--- src/phy_frame_pkg.sv ---
// Shared constants and types for the physical-layer frame builder.
// Assumes one symbol clock; all counts are in symbols of that clock.
`default_nettype none
package phy_frame_pkg;

    // ------------------------------------------------------------
    // Frame geometry
    // ------------------------------------------------------------
    localparam int          SLOT_LEN     = 90;     // Symbols per slot.
    localparam int          HDR_LEN      = 90;     // Header symbols, one slot.
    localparam int          SOF_LEN      = 26;     // Start-of-frame field of the header.
    localparam int          CODED_LEN    = 64;     // Coded signalling bits of the header.
    localparam int          PILOT_LEN    = 36;     // Symbols per pilot block.
    localparam logic [3:0]  PILOT_EVERY  = 4'hF;   // Last slot index before a pilot block.
    localparam logic [8:0]  DUMMY_SLOTS  = 9'h024; // Payload slots of a dummy frame.

    // Payload slots: code block length over bits per symbol, over 90.
    localparam logic [8:0]  SLOTS_N_QPSK = 9'h168; // 64800/2/90 = 360.
    localparam logic [8:0]  SLOTS_N_8PSK = 9'h0F0; // 64800/3/90 = 240.
    localparam logic [8:0]  SLOTS_N_16A  = 9'h0B4; // 64800/4/90 = 180.
    localparam logic [8:0]  SLOTS_N_32A  = 9'h090; // 64800/5/90 = 144.
    localparam logic [8:0]  SLOTS_S_QPSK = 9'h05A; // 16200/2/90 = 90.
    localparam logic [8:0]  SLOTS_S_8PSK = 9'h03C; // 16200/3/90 = 60.
    localparam logic [8:0]  SLOTS_S_16A  = 9'h02D; // 16200/4/90 = 45.
    localparam logic [8:0]  SLOTS_S_32A  = 9'h024; // 16200/5/90 = 36.

    // ------------------------------------------------------------
    // Symbol format and header patterns
    // ------------------------------------------------------------
    localparam int          SYM_W        = 8;      // Signed width of I and of Q.
    localparam logic [7:0]  AMP          = 8'h5A;  // Amplitude of header, pilot, dummy.
    localparam logic [25:0] SOF_PATTERN  = 26'h2A5F0C3; // Plain default pattern.
    localparam logic [63:0] HDR_SCRAMBLE = 64'hA5C3_96E1_0F5A_3C69; // Plain default.
    localparam logic [17:0] SCR_X_INIT   = 18'h00001;
    localparam logic [17:0] SCR_Y_INIT   = 18'h3FFFF;

    // Input word fields, one entry of the input holding stage.
    localparam int          IN_W         = 25;
    localparam int          F_FIRST      = 24;
    localparam int          F_SHORT      = 23;
    localparam int          F_MOD        = 21;     // Two bits, 22:21.
    localparam int          F_MODCOD     = 16;     // Five bits, 20:16.
    localparam int          F_I          = 8;      // Eight bits, 15:8.

    // ------------------------------------------------------------
    // Enumerations
    // ------------------------------------------------------------
    typedef enum logic [1:0] {
        MOD_QPSK  = 2'h0,
        MOD_8PSK  = 2'h1,
        MOD_16APSK = 2'h2,
        MOD_32APSK = 2'h3
    } mod_t;

    typedef enum logic [2:0] {
        ST_START = 3'h0,
        ST_HDR   = 3'h1,
        ST_DATA  = 3'h2,
        ST_PILOT = 3'h3
    } state_t;

endpackage : phy_frame_pkg
`default_nettype wire

--- src/phy_frame_builder.sv ---
// Physical-layer frame builder: header, payload slots, pilots, dummy frames,
// energy-dispersal scrambling. Assumes the mapper delivers each code block as
// a run of symbols with in_first_i on the first, and a sink with valid/ready.
//
// Function
// Each frame carries exactly one normal or short code block as payload.
// Every frame opens with a 90-symbol header in pi/2-rotated binary form.
// The payload without pilots spans a whole number of 90-symbol slots.
// The header bits are protected by a rate 7/64 block code, not the payload code.
// The header signals modulation, code rate, frame length and pilot presence.
// Mode is fixed within a frame and may change, or mix lengths, between frames.
// Bits are interleaved before mapping for 8PSK, 16APSK and 32APSK, not QPSK.
// A code block maps to its length over the bits per symbol of its constellation.
// With no data ready a dummy frame may be sent to keep the stream continuous.
// With pilots on, 36 pilot symbols follow every 1440 data symbols after the header.
// Output is built of 90-symbol slots with the header slot ahead of the payload.
// Payload slot count depends on frame length and constellation order.
// One frame is built per code block and the output is scrambled.
// The receiver derives frame length from the header to find the next frame.
// Payload and pilots, not the header, are rotated by a period-262143 complex sequence.
// One symbol moves per accepted cycle and a marker flags the first header symbol.
// The scrambling sequence restarts at the first payload symbol of every frame.
`timescale 1ns/100ps
`default_nettype none
module phy_frame_builder
    import phy_frame_pkg::*;
(
    // Clock and reset
    input  wire logic             mclk_i,
    input  wire logic             sys_rst_i,
    // Configuration
    input  wire logic             pilot_en_i,
    input  wire logic             dummy_en_i,
    // Mapped symbols from the mapper
    input  wire logic             in_valid_i,
    output logic                  in_ready_o,
    input  wire logic             in_first_i,
    input  wire logic             in_short_i,
    input  wire logic [1:0]       in_mod_i,
    input  wire logic [4:0]       in_modcod_i,
    input  wire logic [SYM_W-1:0] in_i_i,
    input  wire logic [SYM_W-1:0] in_q_i,
    // Mode request to the mapper
    output logic                  interleave_o,
    // Framed symbol stream
    output logic                  out_valid_o,
    input  wire logic             out_ready_i,
    output logic [SYM_W-1:0]      out_i_o,
    output logic [SYM_W-1:0]      out_q_o,
    output logic                  out_sof_o,
    output logic                  out_hdr_o,
    output logic                  out_pilot_o,
    output logic                  out_dummy_o
);

    // ------------------------------------------------------------
    // Helpers
    // ------------------------------------------------------------

    // Payload slots for a constellation and frame length.
    function automatic logic [8:0] slots_of(input logic [1:0] m, input logic s);
        case ({s, m})
            3'h0:    slots_of = SLOTS_N_QPSK;
            3'h1:    slots_of = SLOTS_N_8PSK;
            3'h2:    slots_of = SLOTS_N_16A;
            3'h3:    slots_of = SLOTS_N_32A;
            3'h4:    slots_of = SLOTS_S_QPSK;
            3'h5:    slots_of = SLOTS_S_8PSK;
            3'h6:    slots_of = SLOTS_S_16A;
            default: slots_of = SLOTS_S_32A;
        endcase
    endfunction : slots_of

    // Quarter-turn rotation of a symbol by r times 90 degrees.
    function automatic logic [2*SYM_W-1:0] rotate(input logic [1:0] r,
                                                  input logic [SYM_W-1:0] si,
                                                  input logic [SYM_W-1:0] sq);
        case (r)
            2'h0:    rotate = {si, sq};
            2'h1:    rotate = {SYM_W'(-sq), si};
            2'h2:    rotate = {SYM_W'(-si), SYM_W'(-sq)};
            default: rotate = {sq, SYM_W'(-si)};
        endcase
    endfunction : rotate

    // ------------------------------------------------------------
    // Input holding stage
    // ------------------------------------------------------------
    logic [IN_W-1:0] fe0, fe1, next_fe0, next_fe1, in_word;
    logic [1:0]      fcnt, next_fcnt;
    logic            next_in_ready, push, pop, head_v;

    assign in_word = {in_first_i, in_short_i, in_mod_i, in_modcod_i, in_i_i, in_q_i};
    assign push    = in_valid_i && in_ready_o;
    assign head_v  = (fcnt != 2'h0);

    // Two entries let the registered ready run at full rate without overflow.
    always_comb begin
        next_fe0  = fe0;
        next_fe1  = fe1;
        next_fcnt = fcnt + {1'b0, push} - {1'b0, pop};
        if (pop) begin
            next_fe0 = fe1;
        end
        if (push) begin
            if ((fcnt - {1'b0, pop}) == 2'h0) begin
                next_fe0 = in_word;
            end else begin
                next_fe1 = in_word;
            end
        end
        next_in_ready = (next_fcnt < 2'h2);
    end

    always_ff @(posedge mclk_i) begin
        if (sys_rst_i) begin
            fe0        <= '0;
            fe1        <= '0;
            fcnt       <= 2'h0;
            in_ready_o <= 1'b0;
        end else begin
            fe0        <= next_fe0;
            fe1        <= next_fe1;
            fcnt       <= next_fcnt;
            in_ready_o <= next_in_ready;
        end
    end

    // ------------------------------------------------------------
    // Framing state machine and output stage
    // ------------------------------------------------------------
    state_t          state, next_state;
    logic [6:0]      sym_cnt, next_sym_cnt;
    logic [8:0]      slot_cnt, next_slot_cnt, slot_total, next_slot_total;
    logic [3:0]      pil_slot, next_pil_slot;
    logic [1:0]      fmod, next_fmod;
    logic            fdummy, next_fdummy, fpil, next_fpil;
    logic [17:0]     sx, sy, next_sx, next_sy;
    logic            advance, emit, e_sof, e_hdr, e_pil, hbit, hdr_load, z0, z1;
    logic [SYM_W-1:0] e_i, e_q, hs, ri, rq;
    logic [2*SYM_W-1:0] rot;
    logic [HDR_LEN-1:0] hdr_bits;
    logic            next_interleave;

    assign advance = !out_valid_o || out_ready_i;
    assign z0 = sx[0] ^ sy[0];
    assign z1 = sx[4] ^ sx[6] ^ sx[15] ^ (^sy[17:8]) ^ sy[6] ^ sy[5];

    phy_header_encoder u_hdr (
        .mclk_i     (mclk_i),
        .sys_rst_i  (sys_rst_i),
        .load_i     (hdr_load),
        .modcod_i   (dummy_en_i && !head_v ? 5'h00 : fe0[F_MODCOD +: 5]),
        .short_i    (head_v && fe0[F_SHORT]),
        .pilots_i   (head_v && pilot_en_i),
        .hdr_bits_o (hdr_bits)
    );

    // Next values of the framer; output only moves when the sink can take it.
    always_comb begin
        next_state = state;      next_sym_cnt = sym_cnt;   next_slot_cnt = slot_cnt;
        next_slot_total = slot_total; next_pil_slot = pil_slot; next_fmod = fmod;
        next_fdummy = fdummy;    next_fpil = fpil;          next_sx = sx;  next_sy = sy;
        pop = 1'b0;  emit = 1'b0;  e_sof = 1'b0;  e_hdr = 1'b0;  e_pil = 1'b0;
        hdr_load = 1'b0;  ri = '0;  rq = '0;  e_i = '0;  e_q = '0;
        hbit = hdr_bits[7'(HDR_LEN-1) - sym_cnt];
        hs   = hbit ? SYM_W'(-AMP) : AMP;
        case (state)
            ST_START: begin
                if (advance && head_v && !fe0[F_FIRST]) begin
                    pop = 1'b1;                               // Stray symbol, dropped. R13
                end else if (advance && (head_v || dummy_en_i)) begin
                    hdr_load        = 1'b1;
                    next_fdummy     = !head_v;
                    next_fpil       = head_v && pilot_en_i;
                    next_fmod       = head_v ? fe0[F_MOD +: 2] : MOD_QPSK;
                    next_slot_total = head_v ? slots_of(fe0[F_MOD +: 2], fe0[F_SHORT])
                                             : DUMMY_SLOTS;
                    next_sym_cnt    = 7'h00;
                    next_state      = ST_HDR;
                end
            end
            ST_HDR: begin
                if (advance) begin
                    emit  = 1'b1;
                    e_hdr = 1'b1;
                    e_sof = (sym_cnt == 7'h00);
                    e_i   = sym_cnt[0] ? SYM_W'(-hs) : hs;
                    e_q   = hs;
                    if (sym_cnt == 7'(HDR_LEN-1)) begin
                        next_sym_cnt  = 7'h00;
                        next_slot_cnt = 9'h000;
                        next_pil_slot = 4'h0;
                        next_sx       = SCR_X_INIT;
                        next_sy       = SCR_Y_INIT;
                        next_state    = ST_DATA;
                    end else begin
                        next_sym_cnt = sym_cnt + 7'h01;
                    end
                end
            end
            ST_DATA: begin
                if (advance && (fdummy || head_v)) begin
                    emit = 1'b1;
                    pop  = !fdummy;
                    ri   = fdummy ? AMP : fe0[F_I +: SYM_W];
                    rq   = fdummy ? AMP : fe0[SYM_W-1:0];
                    if (sym_cnt == 7'(SLOT_LEN-1)) begin
                        next_sym_cnt = 7'h00;
                        if (slot_cnt == slot_total - 9'h001) begin
                            next_state = ST_START;
                        end else begin
                            next_slot_cnt = slot_cnt + 9'h001;
                            next_pil_slot = pil_slot + 4'h1;
                            if (fpil && pil_slot == PILOT_EVERY) begin
                                next_pil_slot = 4'h0;
                                next_state    = ST_PILOT;
                            end
                        end
                    end else begin
                        next_sym_cnt = sym_cnt + 7'h01;
                    end
                end
            end
            ST_PILOT: begin
                if (advance) begin
                    emit  = 1'b1;
                    e_pil = 1'b1;
                    ri    = AMP;
                    rq    = AMP;
                    if (sym_cnt == 7'(PILOT_LEN-1)) begin
                        next_sym_cnt = 7'h00;
                        next_state   = ST_DATA;
                    end else begin
                        next_sym_cnt = sym_cnt + 7'h01;
                    end
                end
            end
            default: begin
                next_state = ST_START;
            end
        endcase
        // Payload and pilots are rotated and advance the Gold sequence.
        rot = rotate({z1, z0}, ri, rq);
        if (emit && !e_hdr) begin
            e_i     = rot[2*SYM_W-1:SYM_W];
            e_q     = rot[SYM_W-1:0];
            next_sx = {sx[7] ^ sx[0], sx[17:1]};
            next_sy = {sy[10] ^ sy[7] ^ sy[5] ^ sy[0], sy[17:1]};
        end
        next_interleave = (next_fmod != MOD_QPSK);
    end

    always_ff @(posedge mclk_i) begin
        if (sys_rst_i) begin
            state <= ST_START;  sym_cnt <= 7'h00;  slot_cnt <= 9'h000;
            slot_total <= 9'h000;  pil_slot <= 4'h0;  fmod <= 2'h0;
            fdummy <= 1'b0;  fpil <= 1'b0;  sx <= SCR_X_INIT;  sy <= SCR_Y_INIT;
            interleave_o <= 1'b0;  out_valid_o <= 1'b0;  out_i_o <= '0;  out_q_o <= '0;
            out_sof_o <= 1'b0;  out_hdr_o <= 1'b0;  out_pilot_o <= 1'b0;
            out_dummy_o <= 1'b0;
        end else begin
            state <= next_state;  sym_cnt <= next_sym_cnt;  slot_cnt <= next_slot_cnt;
            slot_total <= next_slot_total;  pil_slot <= next_pil_slot;  fmod <= next_fmod;
            fdummy <= next_fdummy;  fpil <= next_fpil;  sx <= next_sx;  sy <= next_sy;
            interleave_o <= next_interleave;
            if (advance) begin
                out_valid_o <= emit;  out_i_o <= e_i;  out_q_o <= e_q;
                out_sof_o <= e_sof;  out_hdr_o <= e_hdr;  out_pilot_o <= e_pil;
                out_dummy_o <= emit && !e_hdr && fdummy;
            end
        end
    end

    // ------------------------------------------------------------
    // Checks
    // ------------------------------------------------------------
    a_sof_on_hdr: assert property (@(posedge mclk_i) disable iff (sys_rst_i)
        out_valid_o |-> (!out_sof_o || out_hdr_o)) else $error("Marker off header.");
    a_hold_stalled: assert property (@(posedge mclk_i) disable iff (sys_rst_i)
        out_valid_o && !out_ready_i |=> out_valid_o && $stable(out_i_o) && $stable(out_q_o))
        else $error("Output changed under stall.");
    a_hdr_length: assert property (@(posedge mclk_i) disable iff (sys_rst_i)
        state == ST_HDR |-> sym_cnt < 7'(HDR_LEN)) else $error("Header overran.");
    a_hdr_exit: assert property (@(posedge mclk_i) disable iff (sys_rst_i)
        state == ST_HDR && advance && sym_cnt == 7'd89 |=> state == ST_DATA && sym_cnt == 7'd0)
        else $error("Header did not end at 90.");
    a_pilot_entry: assert property (@(posedge mclk_i) disable iff (sys_rst_i)
        $rose(state == ST_PILOT) |-> fpil && $past(pil_slot) == 4'd15
        && $past(sym_cnt) == 7'd89) else $error("Pilot block misplaced.");
    a_pilot_len: assert property (@(posedge mclk_i) disable iff (sys_rst_i)
        state == ST_PILOT |-> sym_cnt < 7'd36) else $error("Pilot block too long.");
    a_frame_end: assert property (@(posedge mclk_i) disable iff (sys_rst_i)
        state == ST_DATA ##1 state == ST_START |-> $past(sym_cnt) == 7'd89
        && $past(slot_cnt) == slot_total - 9'd1) else $error("Payload not whole slots.");
    a_scr_restart: assert property (@(posedge mclk_i) disable iff (sys_rst_i)
        $past(state) == ST_HDR && state == ST_DATA && slot_cnt == 9'd0 && sym_cnt == 7'd0
        |-> sx == SCR_X_INIT && sy == SCR_Y_INIT) else $error("Scrambler not restarted.");
    a_no_overflow: assert property (@(posedge mclk_i) disable iff (sys_rst_i)
        push |-> fcnt < 2'd2) else $error("Input stage overflow.");

endmodule : phy_frame_builder
`default_nettype wire

--- src/phy_header_encoder.sv ---
// Header encoder: turns seven signalling bits into the 90 header bits.
// Assumes load_i is a one-cycle pulse; the result is held until the next load.
`timescale 1ns/100ps
`default_nettype none
module phy_header_encoder
    import phy_frame_pkg::*;
(
    // Clock and reset
    input  wire logic             mclk_i,
    input  wire logic             sys_rst_i,
    // Signalling request
    input  wire logic             load_i,
    input  wire logic [4:0]       modcod_i,
    input  wire logic             short_i,
    input  wire logic             pilots_i,
    // Header bits, first symbol in the top bit
    output logic      [HDR_LEN-1:0] hdr_bits_o
);

    // ------------------------------------------------------------
    // Block code
    // ------------------------------------------------------------

    // Each first-order code bit is followed by a copy flipped by the last bit.
    function automatic logic [CODED_LEN-1:0] encode(input logic [6:0] b);
        logic [CODED_LEN-1:0] cw;
        logic [4:0]           j5;
        logic                 yj;
        cw = '0;
        for (int j = 0; j < 32; j++) begin
            j5 = 5'(j);
            yj = (^(b[6:2] & j5)) ^ b[1];
            cw[CODED_LEN-1-2*j] = yj;
            cw[CODED_LEN-2-2*j] = yj ^ b[0];
        end
        return cw;
    endfunction : encode

    logic [HDR_LEN-1:0] next_hdr_bits;

    // A fixed low-rate code keeps the header readable far below payload threshold.
    always_comb begin
        next_hdr_bits = hdr_bits_o;
        if (load_i) begin
            next_hdr_bits = {SOF_PATTERN,
                             encode({modcod_i, short_i, pilots_i}) ^ HDR_SCRAMBLE};
        end
    end

    always_ff @(posedge mclk_i) begin
        if (sys_rst_i) begin
            hdr_bits_o <= '0;
        end else begin
            hdr_bits_o <= next_hdr_bits;
        end
    end

endmodule : phy_header_encoder
`default_nettype wire
--- config.mk ---
export PLATFORM = sky130hd
export DESIGN_NAME = phy_frame_builder
export DESIGN_NICKNAME = d
export VERILOG_FILES = /design/src/phy_frame_pkg.sv /design/src/phy_frame_builder.sv /design/src/phy_header_encoder.sv
export SDC_FILE = /design/constraint.sdc
export NUM_CORES = 1
export LEC_CHECK = 0
export BUFFER_PORTS_ARGS = -buffer_cell sky130_fd_sc_hd__buf_2
export CORE_MARGIN = 2
export CORE_UTILIZATION = 40
export DETAILED_ROUTE_END_ITERATION = 6
export GPL_TIMING_DRIVEN = 0
export SLEW_MARGIN = 25
export SYNTH_ARGS = -nofsm -noshare
export SYNTH_HDL_FRONTEND = slang
export SYNTH_SLANG_ARGS = --single-unit
--- constraint.sdc ---
create_clock -name mclk_i -period 3.3 [get_ports mclk_i]
set_clock_uncertainty 0.1 [all_clocks]
set_input_delay 0.165 -clock mclk_i [delete_from_list [all_inputs] [get_ports mclk_i]]
set_output_delay 0.165 -clock mclk_i [all_outputs]
set_load 0.005 [all_outputs]
==> impl_metrics.env, run 1 <==
export IMPL_path_max_fanout=10
export IMPL_synth_seq_cells=211
export IMPL_worstSkewPairLatency_ns=0.53
export IMPL_port_buffers=53
export IMPL_synthArstFlopShare=0
export IMPL_drc=0
export IMPL_die_h_um=171.5
export IMPL_placed_area_mm2=0.01196
export IMPL_num_io_pins=54
export IMPL_synth_area_mm2=0.01122
export IMPL_slew_headroom=0.3766
export IMPL_cts_sinks=211
export IMPL_slew_viol_final=0
export IMPL_fin_crit_ns=3.165
export IMPL_critPathKind="register to register"
export IMPL_drt_wl_total_um=35020
export IMPL_required_ns=3.62
export IMPL_fin_area_mm2=0.01318
export IMPL_max_vdd_ir_drop_v=0.0004082
export IMPL_yosysMostFrequentCell="dfxtp_1"
export IMPL_reg2reg_depth=13
export IMPL_arrival_ns=3.49
export IMPL_synth_enable_flop_cells=0
export IMPL_core_area_mm2=0.02771
export IMPL_finalHoldViolations=0
export IMPL_synth_cell_type_count=75
export IMPL_fin_ws_ns=0.1345
export IMPL_grt_max_degree=16
export IMPL_grtUsageTotal=0.2399
export IMPL_cellLeakagePower_nw=4.708
export IMPL_cts_clk_slew_worst_paths_ns=0.06
export IMPL_cts_buffers=25
export IMPL_clock_fmax_ghz=0.3159
export IMPL_min_path_type="input pin to register"
export IMPL_critPathLaunchType="register"
export IMPL_min_period_over_period=0.9592
export IMPL_pre_cts_slack_ns=-0.8157
export IMPL_syn_avg_cell_area_um2=8.253
export IMPL_ant_nets=0
export IMPL_power_density_mw_per_mm2=764.2
export IMPL_syn_inst=1360
export IMPL_place_hpwl_um=25500
export IMPL_drtPass1Iterations=5
export IMPL_grt_pass1_vias=9822
export IMPL_avgViaCountPerCell=5.557
export IMPL_tightest_slew_ns=0.9285
export IMPL_fin_hold_ws_ns=0.04798
export IMPL_antenna_found_initial=0
export IMPL_yosys_top_cells_area="dfxtp_1, nor2_1, nand2_1"
export IMPL_outcome="completed"
export IMPL_grt_overflow_total=0
export IMPL_synth_seq_area_share=0.3763
export IMPL_area_growth_syn_to_layout_pct=17.41
export IMPL_root_buffer="clkbuf_16"
export IMPL_final_util=0.4757
export IMPL_cts_tree="built"
export IMPL_setup_violations=0
export IMPL_layout_drive_gt1_share=0.1153
export IMPL_vias=10340
export IMPL_wl_per_cell_um=18.82
export IMPL_synthFlopType="dfxtp_1"
export IMPL_dieArea_mm2=0.02942
export IMPL_gp_congestion=0.9441
export IMPL_die_w_um=171.5
export IMPL_fp_row_count=61
export IMPL_yosys_warnings=0
export IMPL_diodes=0
export IMPL_clock_path_buffers=3
export IMPL_drtIter0Drc=894
export IMPL_synth_common_cells="dfxtp_1, nor2_1, nand2_1"
export IMPL_endpoint_kind="register"
export IMPL_grt_pass1_wl_um=55550
export IMPL_htreeDepth=1
export IMPL_rsz0062_at_grt="no"
export IMPL_synth_largest_area_cell="dfxtp_1"
export IMPL_cap_violations=0
export IMPL_synth_top_area_frac=0.3763
export IMPL_nets=1511
export IMPL_syn_num_nets=1407
export IMPL_start_util=0.4051
export IMPL_whs_path_depth=4
-- cell usage in the layout, fill, tap and decap left out, types with 8 or more instances in the layout --
cell type,synthesis,final
a22oi_1,25,25
o22ai_1,24,24
nand3_1,22,21
inv_1,20,20
dfxtp_1,211,209
o211ai_1,24,24
mux4_2,18,18
nor3_1,29,29
buf_1,14,12
dlygate4sd3_1,0,25
clkbuf_1,76,77
buf_2,13,67
xnor2_1,37,36
nor2b_1,9,8
a221oi_1,8,8
nand2b_1,28,28
nand2_1,169,168
a211oi_1,49,49
xor2_1,32,32
a21oi_1,117,116
ha_1,16,15
o21ai_0,53,49
mux2i_1,39,37
or3_1,13,13
nor2_1,183,183
clkbuf_16,0,25
-- worst paths after layout --
path | start | end | slack (ns)
min reg2reg | u_hdr.hdr_bits_o[32]$_SDFFE_PP0P_ | u_hdr.hdr_bits_o[32]$_SDFFE_PP0P_ | 0.35
max reg2reg | state[0]$_SDFFE_PP0P_ | out_i_o[4]$_SDFFE_PP0N_ | 0.13
max | state[0]$_SDFFE_PP0P_ | out_i_o[4]$_SDFFE_PP0N_ | 0.13
min | pilot_en_i | u_hdr.hdr_bits_o[62]$_SDFFE_PP0P_ | 0.05
-- timing repair --
item	in CTS	in global routing
hold endpoints to repair	50	0
hold buffers	25	0
gates resized for setup	16	17
pin swaps	2	0
setup buffers	2	1
setup endpoints to repair	14	55
-- metrics by stage --
step / setup TNS [ns] / power, mW / cells
floorplan: 0 / 6.023 / 1360
global placement: -8.579 / 7.056 / 1791
detailed placement: -8.670 / 7.113 / 1791
CTS: 0 / 10.04 / 1862
global route: 0 / 10.67 / 1861
finish: 0 / 10.07 / 1861
-- final cells by class --
cell class,instances,area [um^2]
clock buffers,37,720.7
clock inverters,9,133.9
plain buffers,104,462.9
well taps,378,473.0
fillers,2694,14530
repair buffers,81,541.8
multi-input cells,1021,6545
inverters,20,75.07
flip-flops and latches,211,4227
-- report_power, final --
part           internal, mW  switching [mW]  total (mW)  leakage [nW]
Clock                  1.75            1.11        2.86         0.416
Combinational          1.41            2.42        3.83          2.58
Sequential             3.02           0.364        3.38          1.72
Total                  6.18            3.89        10.1          4.71
-- critical path, cell delays in order (launching register included) --
cell	delay, ns
dfxtp_1	0.33
inv_1	0.13
ha_1	0.16
buf_2	0.22
nor2b_2	0.26
and3_2	0.27
clkbuf_4	0.23
nand2_1	0.09
ha_1	0.29
nand3_1	0.11
mux2_2	0.35
a21oi_1	0.12
nand3_1	0.13
a311oi_1	0.27
-- metal layers --
metal  vias up  track usage  share of wire
li1       5062            -              -
met2       305       0.3824           0.44
met3        49      0.03728          0.064
met4         0      0.05895          0.021
met1      4925       0.3396           0.47
met5         -            0              0
-- kinds of logic after synthesis --
logic type | after synthesis | share of synthesized area
simple gates | 500 | 0.2003
fa+ha+maj | 16 | 0.01784
mux | 62 | 0.07725
flops | 211 | 0.3763
buf+inv | 128 | 0.04693
xor+xnor | 75 | 0.06621
compound gates | 368 | 0.2151
-- sequential cells by signal, indices dropped and copies added (netlist names), 4 cells and up --
name,count
sym_cnt,7
slot_total,9
sy,18
u_hdr.hdr_bits_o,65
fe1,25
out_q_o,8
out_i_o,8
fe0,25
sx,18
slot_cnt,9
pil_slot,4
No activity file was read; power rests on OpenSTA's default activity.
==> inputs of run 2 (changes only) <==
- CTS_BUF_LIST: unset -> sky130_fd_sc_hd__clkbuf_8
==> impl_metrics.env, run 2 (synthesis results as in run 1) <==
export IMPL_outcome="completed"
export IMPL_clock_fmax_ghz=0.3189
export IMPL_reg_top3="u_hdr.hdr_bits_o (65), fe0 (25), fe1 (25)"
export IMPL_regMostFlops="u_hdr.hdr_bits_o"
export IMPL_antenna_found_initial=0
export IMPL_num_io_pins=54
export IMPL_fp_row_count=61
export IMPL_worstPathCellList="inv_1 > ha_1 > buf_2 > nor2b_2 > and3_2 > clkbuf_4 > nand2_1 > ha_1 > nand3_1 > mux2_2 > a21oi_1 > nand3_1 > a311oi_1"
export IMPL_largest_register_ffs=65
export IMPL_slew_headroom=0.3881
export IMPL_grt_pass1_vias=9887
export IMPL_cts_sinks=211
export IMPL_required_ns=3.66
export IMPL_fin_setup_tns_ns=0
export IMPL_drt_wl_total_um=35140
export IMPL_cap_violations=0
export IMPL_grt_pass1_wl_um=55720
export IMPL_min_path_type="input pin to register"
export IMPL_htreeDepth=2
export IMPL_place_hpwl_um=25500
export IMPL_final_util=0.4729
export IMPL_critPathLaunchType="register"
export IMPL_wl_per_cell_um=18.65
export IMPL_vias=10450
export IMPL_slew_viol_final=0
export IMPL_layout_drive_gt1_share=0.1262
export IMPL_fin_crit_ns=3.136
export IMPL_grtUsageTotal=0.2417
export IMPL_arrival_ns=3.49
export IMPL_start_util=0.4051
export IMPL_finalHoldViolations=0
export IMPL_slowest_delay_ns=0.35
export IMPL_fin_ws_ns=0.1644
export IMPL_grt_max_degree=16
export IMPL_gp_congestion=0.9441
export IMPL_placed_area_mm2=0.01196
export IMPL_die_h_um=171.5
export IMPL_root_buffer="clkbuf_8"
export IMPL_drc=0
export IMPL_cts_buffers=39
export IMPL_min_period_over_period=0.9502
export IMPL_tightest_slew_ns=0.9178
export IMPL_nets=1523
export IMPL_core_area_mm2=0.02771
export IMPL_fin_hold_ws_ns=0.03589
export IMPL_cp_num_buf_inv=3
export IMPL_diodes=0
export IMPL_rsz0062_at_grt="no"
export IMPL_cts_tree="built"
export IMPL_max_vdd_ir_drop_v=0.0004060
export IMPL_dieArea_mm2=0.02942
export IMPL_pre_cts_slack_ns=-0.8157
export IMPL_avgViaCountPerCell=5.547
export IMPL_fillers=2724
export IMPL_path_max_fanout=10
export IMPL_grt_overflow_total=0
export IMPL_clock_path_buffers=3
export IMPL_drtIter0Drc=875
export IMPL_layout_cells_most_common="dfxtp_1"
export IMPL_mostFrequentLayoutCells="dfxtp_1, nor2_1, nand2_1, a21oi_1, clkbuf_1"
export IMPL_cp_slowest_cell="mux2_2"
export IMPL_setup_violations=0
export IMPL_port_buffers=53
export IMPL_die_w_um=171.5
export IMPL_cellLeakagePower_nw=4.743
export IMPL_fin_area_mm2=0.01310
export IMPL_worstSkewPairLatency_ns=0.56
export IMPL_critPathKind="register to register"
export IMPL_area_growth_syn_to_layout_pct=16.73
export IMPL_ant_nets=0
export IMPL_endpoint_kind="register"
export IMPL_critPathTopFamily="simple AND/OR/NAND/NOR gates"
export IMPL_drtPass1Iterations=5
export IMPL_power_density_mw_per_mm2=744.4
export IMPL_cts_clk_slew_worst_paths_ns=0.06
-- run 2: cell count changes in the layout (fill, tap and decap cells not counted), moves of 3 or more --
cell / change
clkinv_2: +3
clkbuf_16: -25
clkbuf_8: +45
inv_1: +12
clkbuf_1: -8
bufinv_16: -3
-- run 2: stage by stage --
step	instances	total power, mW
6_report	1884	9.754
5_1_grt	1884	10.35
4_1_cts	1887	9.735
3_5_place_dp	1791	7.113
3_3_place_gp	1791	7.056
2_1_floorplan	1360	6.023
-- run 2: what timing repair did --
item,CTS,global route
hold endpoints to repair,50,0
hold buffers,25,0
resized for setup,14,18
endpoints found under the setup margin,14,54
pin swaps,2,0
buffers inserted,2,0
-- run 2: layout make-up --
class	instances	area, um^2	share of cell area
buffer	103	455.4	0.03476
clock buffer	50	688.2	0.05252
clock inverter	21	106.4	0.008117
inverter	20	75.07	0.005730
multi-input combinational	1021	6544	0.4994
sequential	211	4227	0.3226
tap	378	473.0	0.03610
timing repair buffer	80	534.3	0.04078
-- run 2: tightest hold or removal path, delay by kind of cell --
family	cells	cell delay, ns
AO/OA/AOI/OAI	1	0.06
buffers and inverters	1	0.15
AND/OR/NAND/NOR	2	0.26
-- run 2: per-layer routing --
metal | vias up | part of all wire | routed length (um) | track usage
met5 | - | 0 | 0 | 0
met3 | 56 | 0.061 | 2161 | 0.04257
met2 | 313 | 0.45 | 15700 | 0.3773
li1 | 5111 | - | - | -
met1 | 4970 | 0.47 | 16540 | 0.3401
met4 | 0 | 0.021 | 741 | 0.07332
-- run 2: final timing paths --
check / startpoint / endpoint / slack [ns] / cells after the start
worst max-delay path: state[0]$_SDFFE_PP0P_ / out_i_o[4]$_SDFFE_PP0N_ / 0.16 / 13
worst min-delay path: pilot_en_i / u_hdr.hdr_bits_o[62]$_SDFFE_PP0P_ / 0.04 / 4
worst max register to register: state[0]$_SDFFE_PP0P_ / out_i_o[4]$_SDFFE_PP0N_ / 0.16 / 13
worst min register to register: u_hdr.hdr_bits_o[25]$_SDFFE_PP0P_ / u_hdr.hdr_bits_o[25]$_SDFFE_PP0P_ / 0.35 / 2
-- run 2: power breakdown --
group / total [mW] / leakage, nW / internal, mW / switching [mW]
Sequential: 3.39 / 1.72 / 3.02 / 0.365
Combinational: 3.83 / 2.57 / 1.41 / 2.42
Clock: 2.54 / 0.458 / 1.38 / 1.17
==> inputs of run 3 (changes only) <==
- CELL_PAD_IN_SITES_DETAIL_PLACEMENT: unset -> 0
- CELL_PAD_IN_SITES_GLOBAL_PLACEMENT: unset -> 1
- PLACE_DENSITY_LB_ADDON: unset -> 0.1
==> impl_metrics.env, run 3 (synthesis results as in run 1) <==
export IMPL_critPathKind="register to register"
export IMPL_avgViaCountPerCell=5.510
export IMPL_gp_congestion=0.9131
export IMPL_hp_start="in_valid_i"
export IMPL_arrival_ns=3.52
export IMPL_grt_max_degree=12
export IMPL_grt_pass1_wl_um=57350
export IMPL_layout_drive_gt1_share=0.1347
export IMPL_slowest_delay_ns=0.58
export IMPL_vias=10430
export IMPL_drc=0
export IMPL_critPathLaunchType="register"
export IMPL_crit_top_cell="mux4_2"
export IMPL_layout_cells_non_filler=1893
export IMPL_r2r_start="sym_cnt[0]$_SDFFE_PP0P_"
export IMPL_fp_row_count=61
export IMPL_switching_share=0.4067
export IMPL_grt_pass1_vias=9915
export IMPL_multi_input_comb_area_mm2=0.006591
export IMPL_power_density_mw_per_mm2=744.9
export IMPL_placed_area_mm2=0.01196
export IMPL_worstPathCellList="clkbuf_1 > mux4_2 > mux4_2 > nor2_2 > a211oi_2 > a211oi_4 > buf_12 > mux2i_4 > a311oi_1"
export IMPL_dp_cells=1791
export IMPL_grt_overflow_total=0
export IMPL_fillers=2778
export IMPL_root_buffer="clkbuf_8"
export IMPL_reg2reg_depth=9
export IMPL_cp_slowest_cell="clkbuf_1"
export IMPL_required_ns=3.60
export IMPL_cts_clk_slew_worst_paths_ns=0.06
export IMPL_drtIter0Drc=771
export IMPL_slew_viol_final=0
export IMPL_die_h_um=171.5
export IMPL_finalHoldViolations=0
export IMPL_whs_path_depth=5
export IMPL_clockPowerShare=0.258
export IMPL_tightest_slew_ns=0.9389
export IMPL_comb_power_share=0.399
export IMPL_nets=1534
export IMPL_ant_nets=0
export IMPL_intPower_mw=5.850
export IMPL_min_to="fe1[24]$_SDFFE_PP0P_"
export IMPL_fin_crit_ns=3.217
export IMPL_max_vdd_ir_drop_v=0.0003080
export IMPL_port_buffers=53
export IMPL_grtUsageTotal=0.2518
export IMPL_switching_power_mw=4.011
export IMPL_min_path_type="input pin to register"
export IMPL_cts_tree="built"
export IMPL_outcome="completed"
export IMPL_area_growth_syn_to_layout_pct=17.94
export IMPL_r2r_end="out_i_o[2]$_SDFFE_PP0N_"
export IMPL_clock_path_buffers=3
export IMPL_cap_violations=0
export IMPL_layout_cells_most_common="dfxtp_1"
export IMPL_num_io_pins=54
export IMPL_endpoint_kind="register"
export IMPL_regMostFlops="u_hdr.hdr_bits_o"
export IMPL_power_mw=9.861
export IMPL_slew_headroom=0.3719
export IMPL_cts_sinks=211
export IMPL_ff_latch_area_mm2=0.004228
export IMPL_critPathTopFamily="multiplexers"
export IMPL_cellLeakagePower_nw=4.800
export IMPL_power_share_sequential=0.344
export IMPL_diodes=0
export IMPL_die_w_um=171.5
export IMPL_drtPass1Iterations=6
export IMPL_largest_register_ffs=65
export IMPL_start_util=0.4051
export IMPL_fin_setup_tns_ns=0
export IMPL_setup_violations=0
export IMPL_reg_top3="u_hdr.hdr_bits_o (65), fe0 (25), fe1 (25)"
export IMPL_antenna_found_initial=0
export IMPL_worstSkewPairLatency_ns=0.55
export IMPL_mostFrequentLayoutCells="dfxtp_1, nor2_1, nand2_1, a21oi_1"
export IMPL_core_area_mm2=0.02771
export IMPL_dieArea_mm2=0.02942
export IMPL_clock_fmax_ghz=0.3109
export IMPL_cp_num_buf_inv=2
export IMPL_path_max_fanout=10
export IMPL_htreeDepth=2
export IMPL_cts_buffers=41
export IMPL_place_hpwl_um=26620
export IMPL_r2r_slack_ns=0.08
export IMPL_fin_area_mm2=0.01324
export IMPL_min_period_over_period=0.9748
export IMPL_drt_wl_total_um=36740
export IMPL_wl_per_cell_um=19.41
## run 3: area by class of cell
cell class,count,area share
Timing Repair Buffer,86,0.04442
Clock inverter,24,0.01078
Tap cell,378,0.03573
Multi-Input combinational cell,1021,0.4979
Clock buffer,47,0.04887
Buffer,106,0.03696
Sequential cell,211,0.3194
Inverter,20,0.005955
## run 3: how the worst max path moves through the flow
stage                                        from                           endpoint  cells past startpoint
after floorplan           sym_cnt[1]$_SDFFE_PP0P_            out_i_o[2]$_SDFFE_PP0N_                     13
after global placement    sym_cnt[1]$_SDFFE_PP0P_            out_i_o[3]$_SDFFE_PP0N_                     13
after detailed placement  sym_cnt[1]$_SDFFE_PP0P_            out_i_o[2]$_SDFFE_PP0N_                     13
after CTS                      fcnt[1]$_SDFF_PP0_  u_hdr.hdr_bits_o[17]$_SDFFE_PP0P_                      9
after global routing      sym_cnt[1]$_SDFFE_PP0P_            out_i_o[2]$_SDFFE_PP0N_                     14
final                     sym_cnt[0]$_SDFFE_PP0P_            out_i_o[2]$_SDFFE_PP0N_                      9
## run 3: per-layer routing
metal  vias up  wire (um)  GRT usage
met5         -          0          0
met4         0        576    0.05785
met3        50       1786    0.03659
met2       285      16610     0.4021
met1      4974      17770     0.3586
li1       5122          -          -
## run 3: what timing repair did
item,CTS,global route
pin swaps,2,1
gates resized for setup,27,28
endpoints found under the setup margin,14,76
cloned,0,0
hold buffers,25,0
setup buffers,3,5
endpoints found under the hold margin,50,0
## run 3: power by group through the flow
stage	clock network, mW	registers, mW	logic (mW)
4_1_cts	2.59	3.38	3.86
2_1_floorplan	0	3.30	2.72
3_5_place_dp	0	3.43	3.76
3_3_place_gp	0	3.42	3.74
5_1_grt	2.71	3.44	4.34
6_report	2.54	3.39	3.93
## run 3: tightest hold or removal path, stage by stage
cell and delay (ns):
buf_2 0.11, nand2_1 0.11, nor2_2 0.11, nand2_1 0.08, a21oi_1 0.05
## run 3: metrics by stage
stage / setup slack, ns / hold WS [ns] / util
6_report: 0.08328 / 0.03428 / 0.4778
5_1_grt: -0.003952 / 0.06384 / 0.4778
4_1_cts: 0.02074 / 0.005566 / 0.4739
3_5_place_dp: -0.9575 / 0.3254 / 0.4318
3_3_place_gp: -0.9386 / 0.3200 / 0.4318
2_1_floorplan: 0.2402 / 0.2010 / -
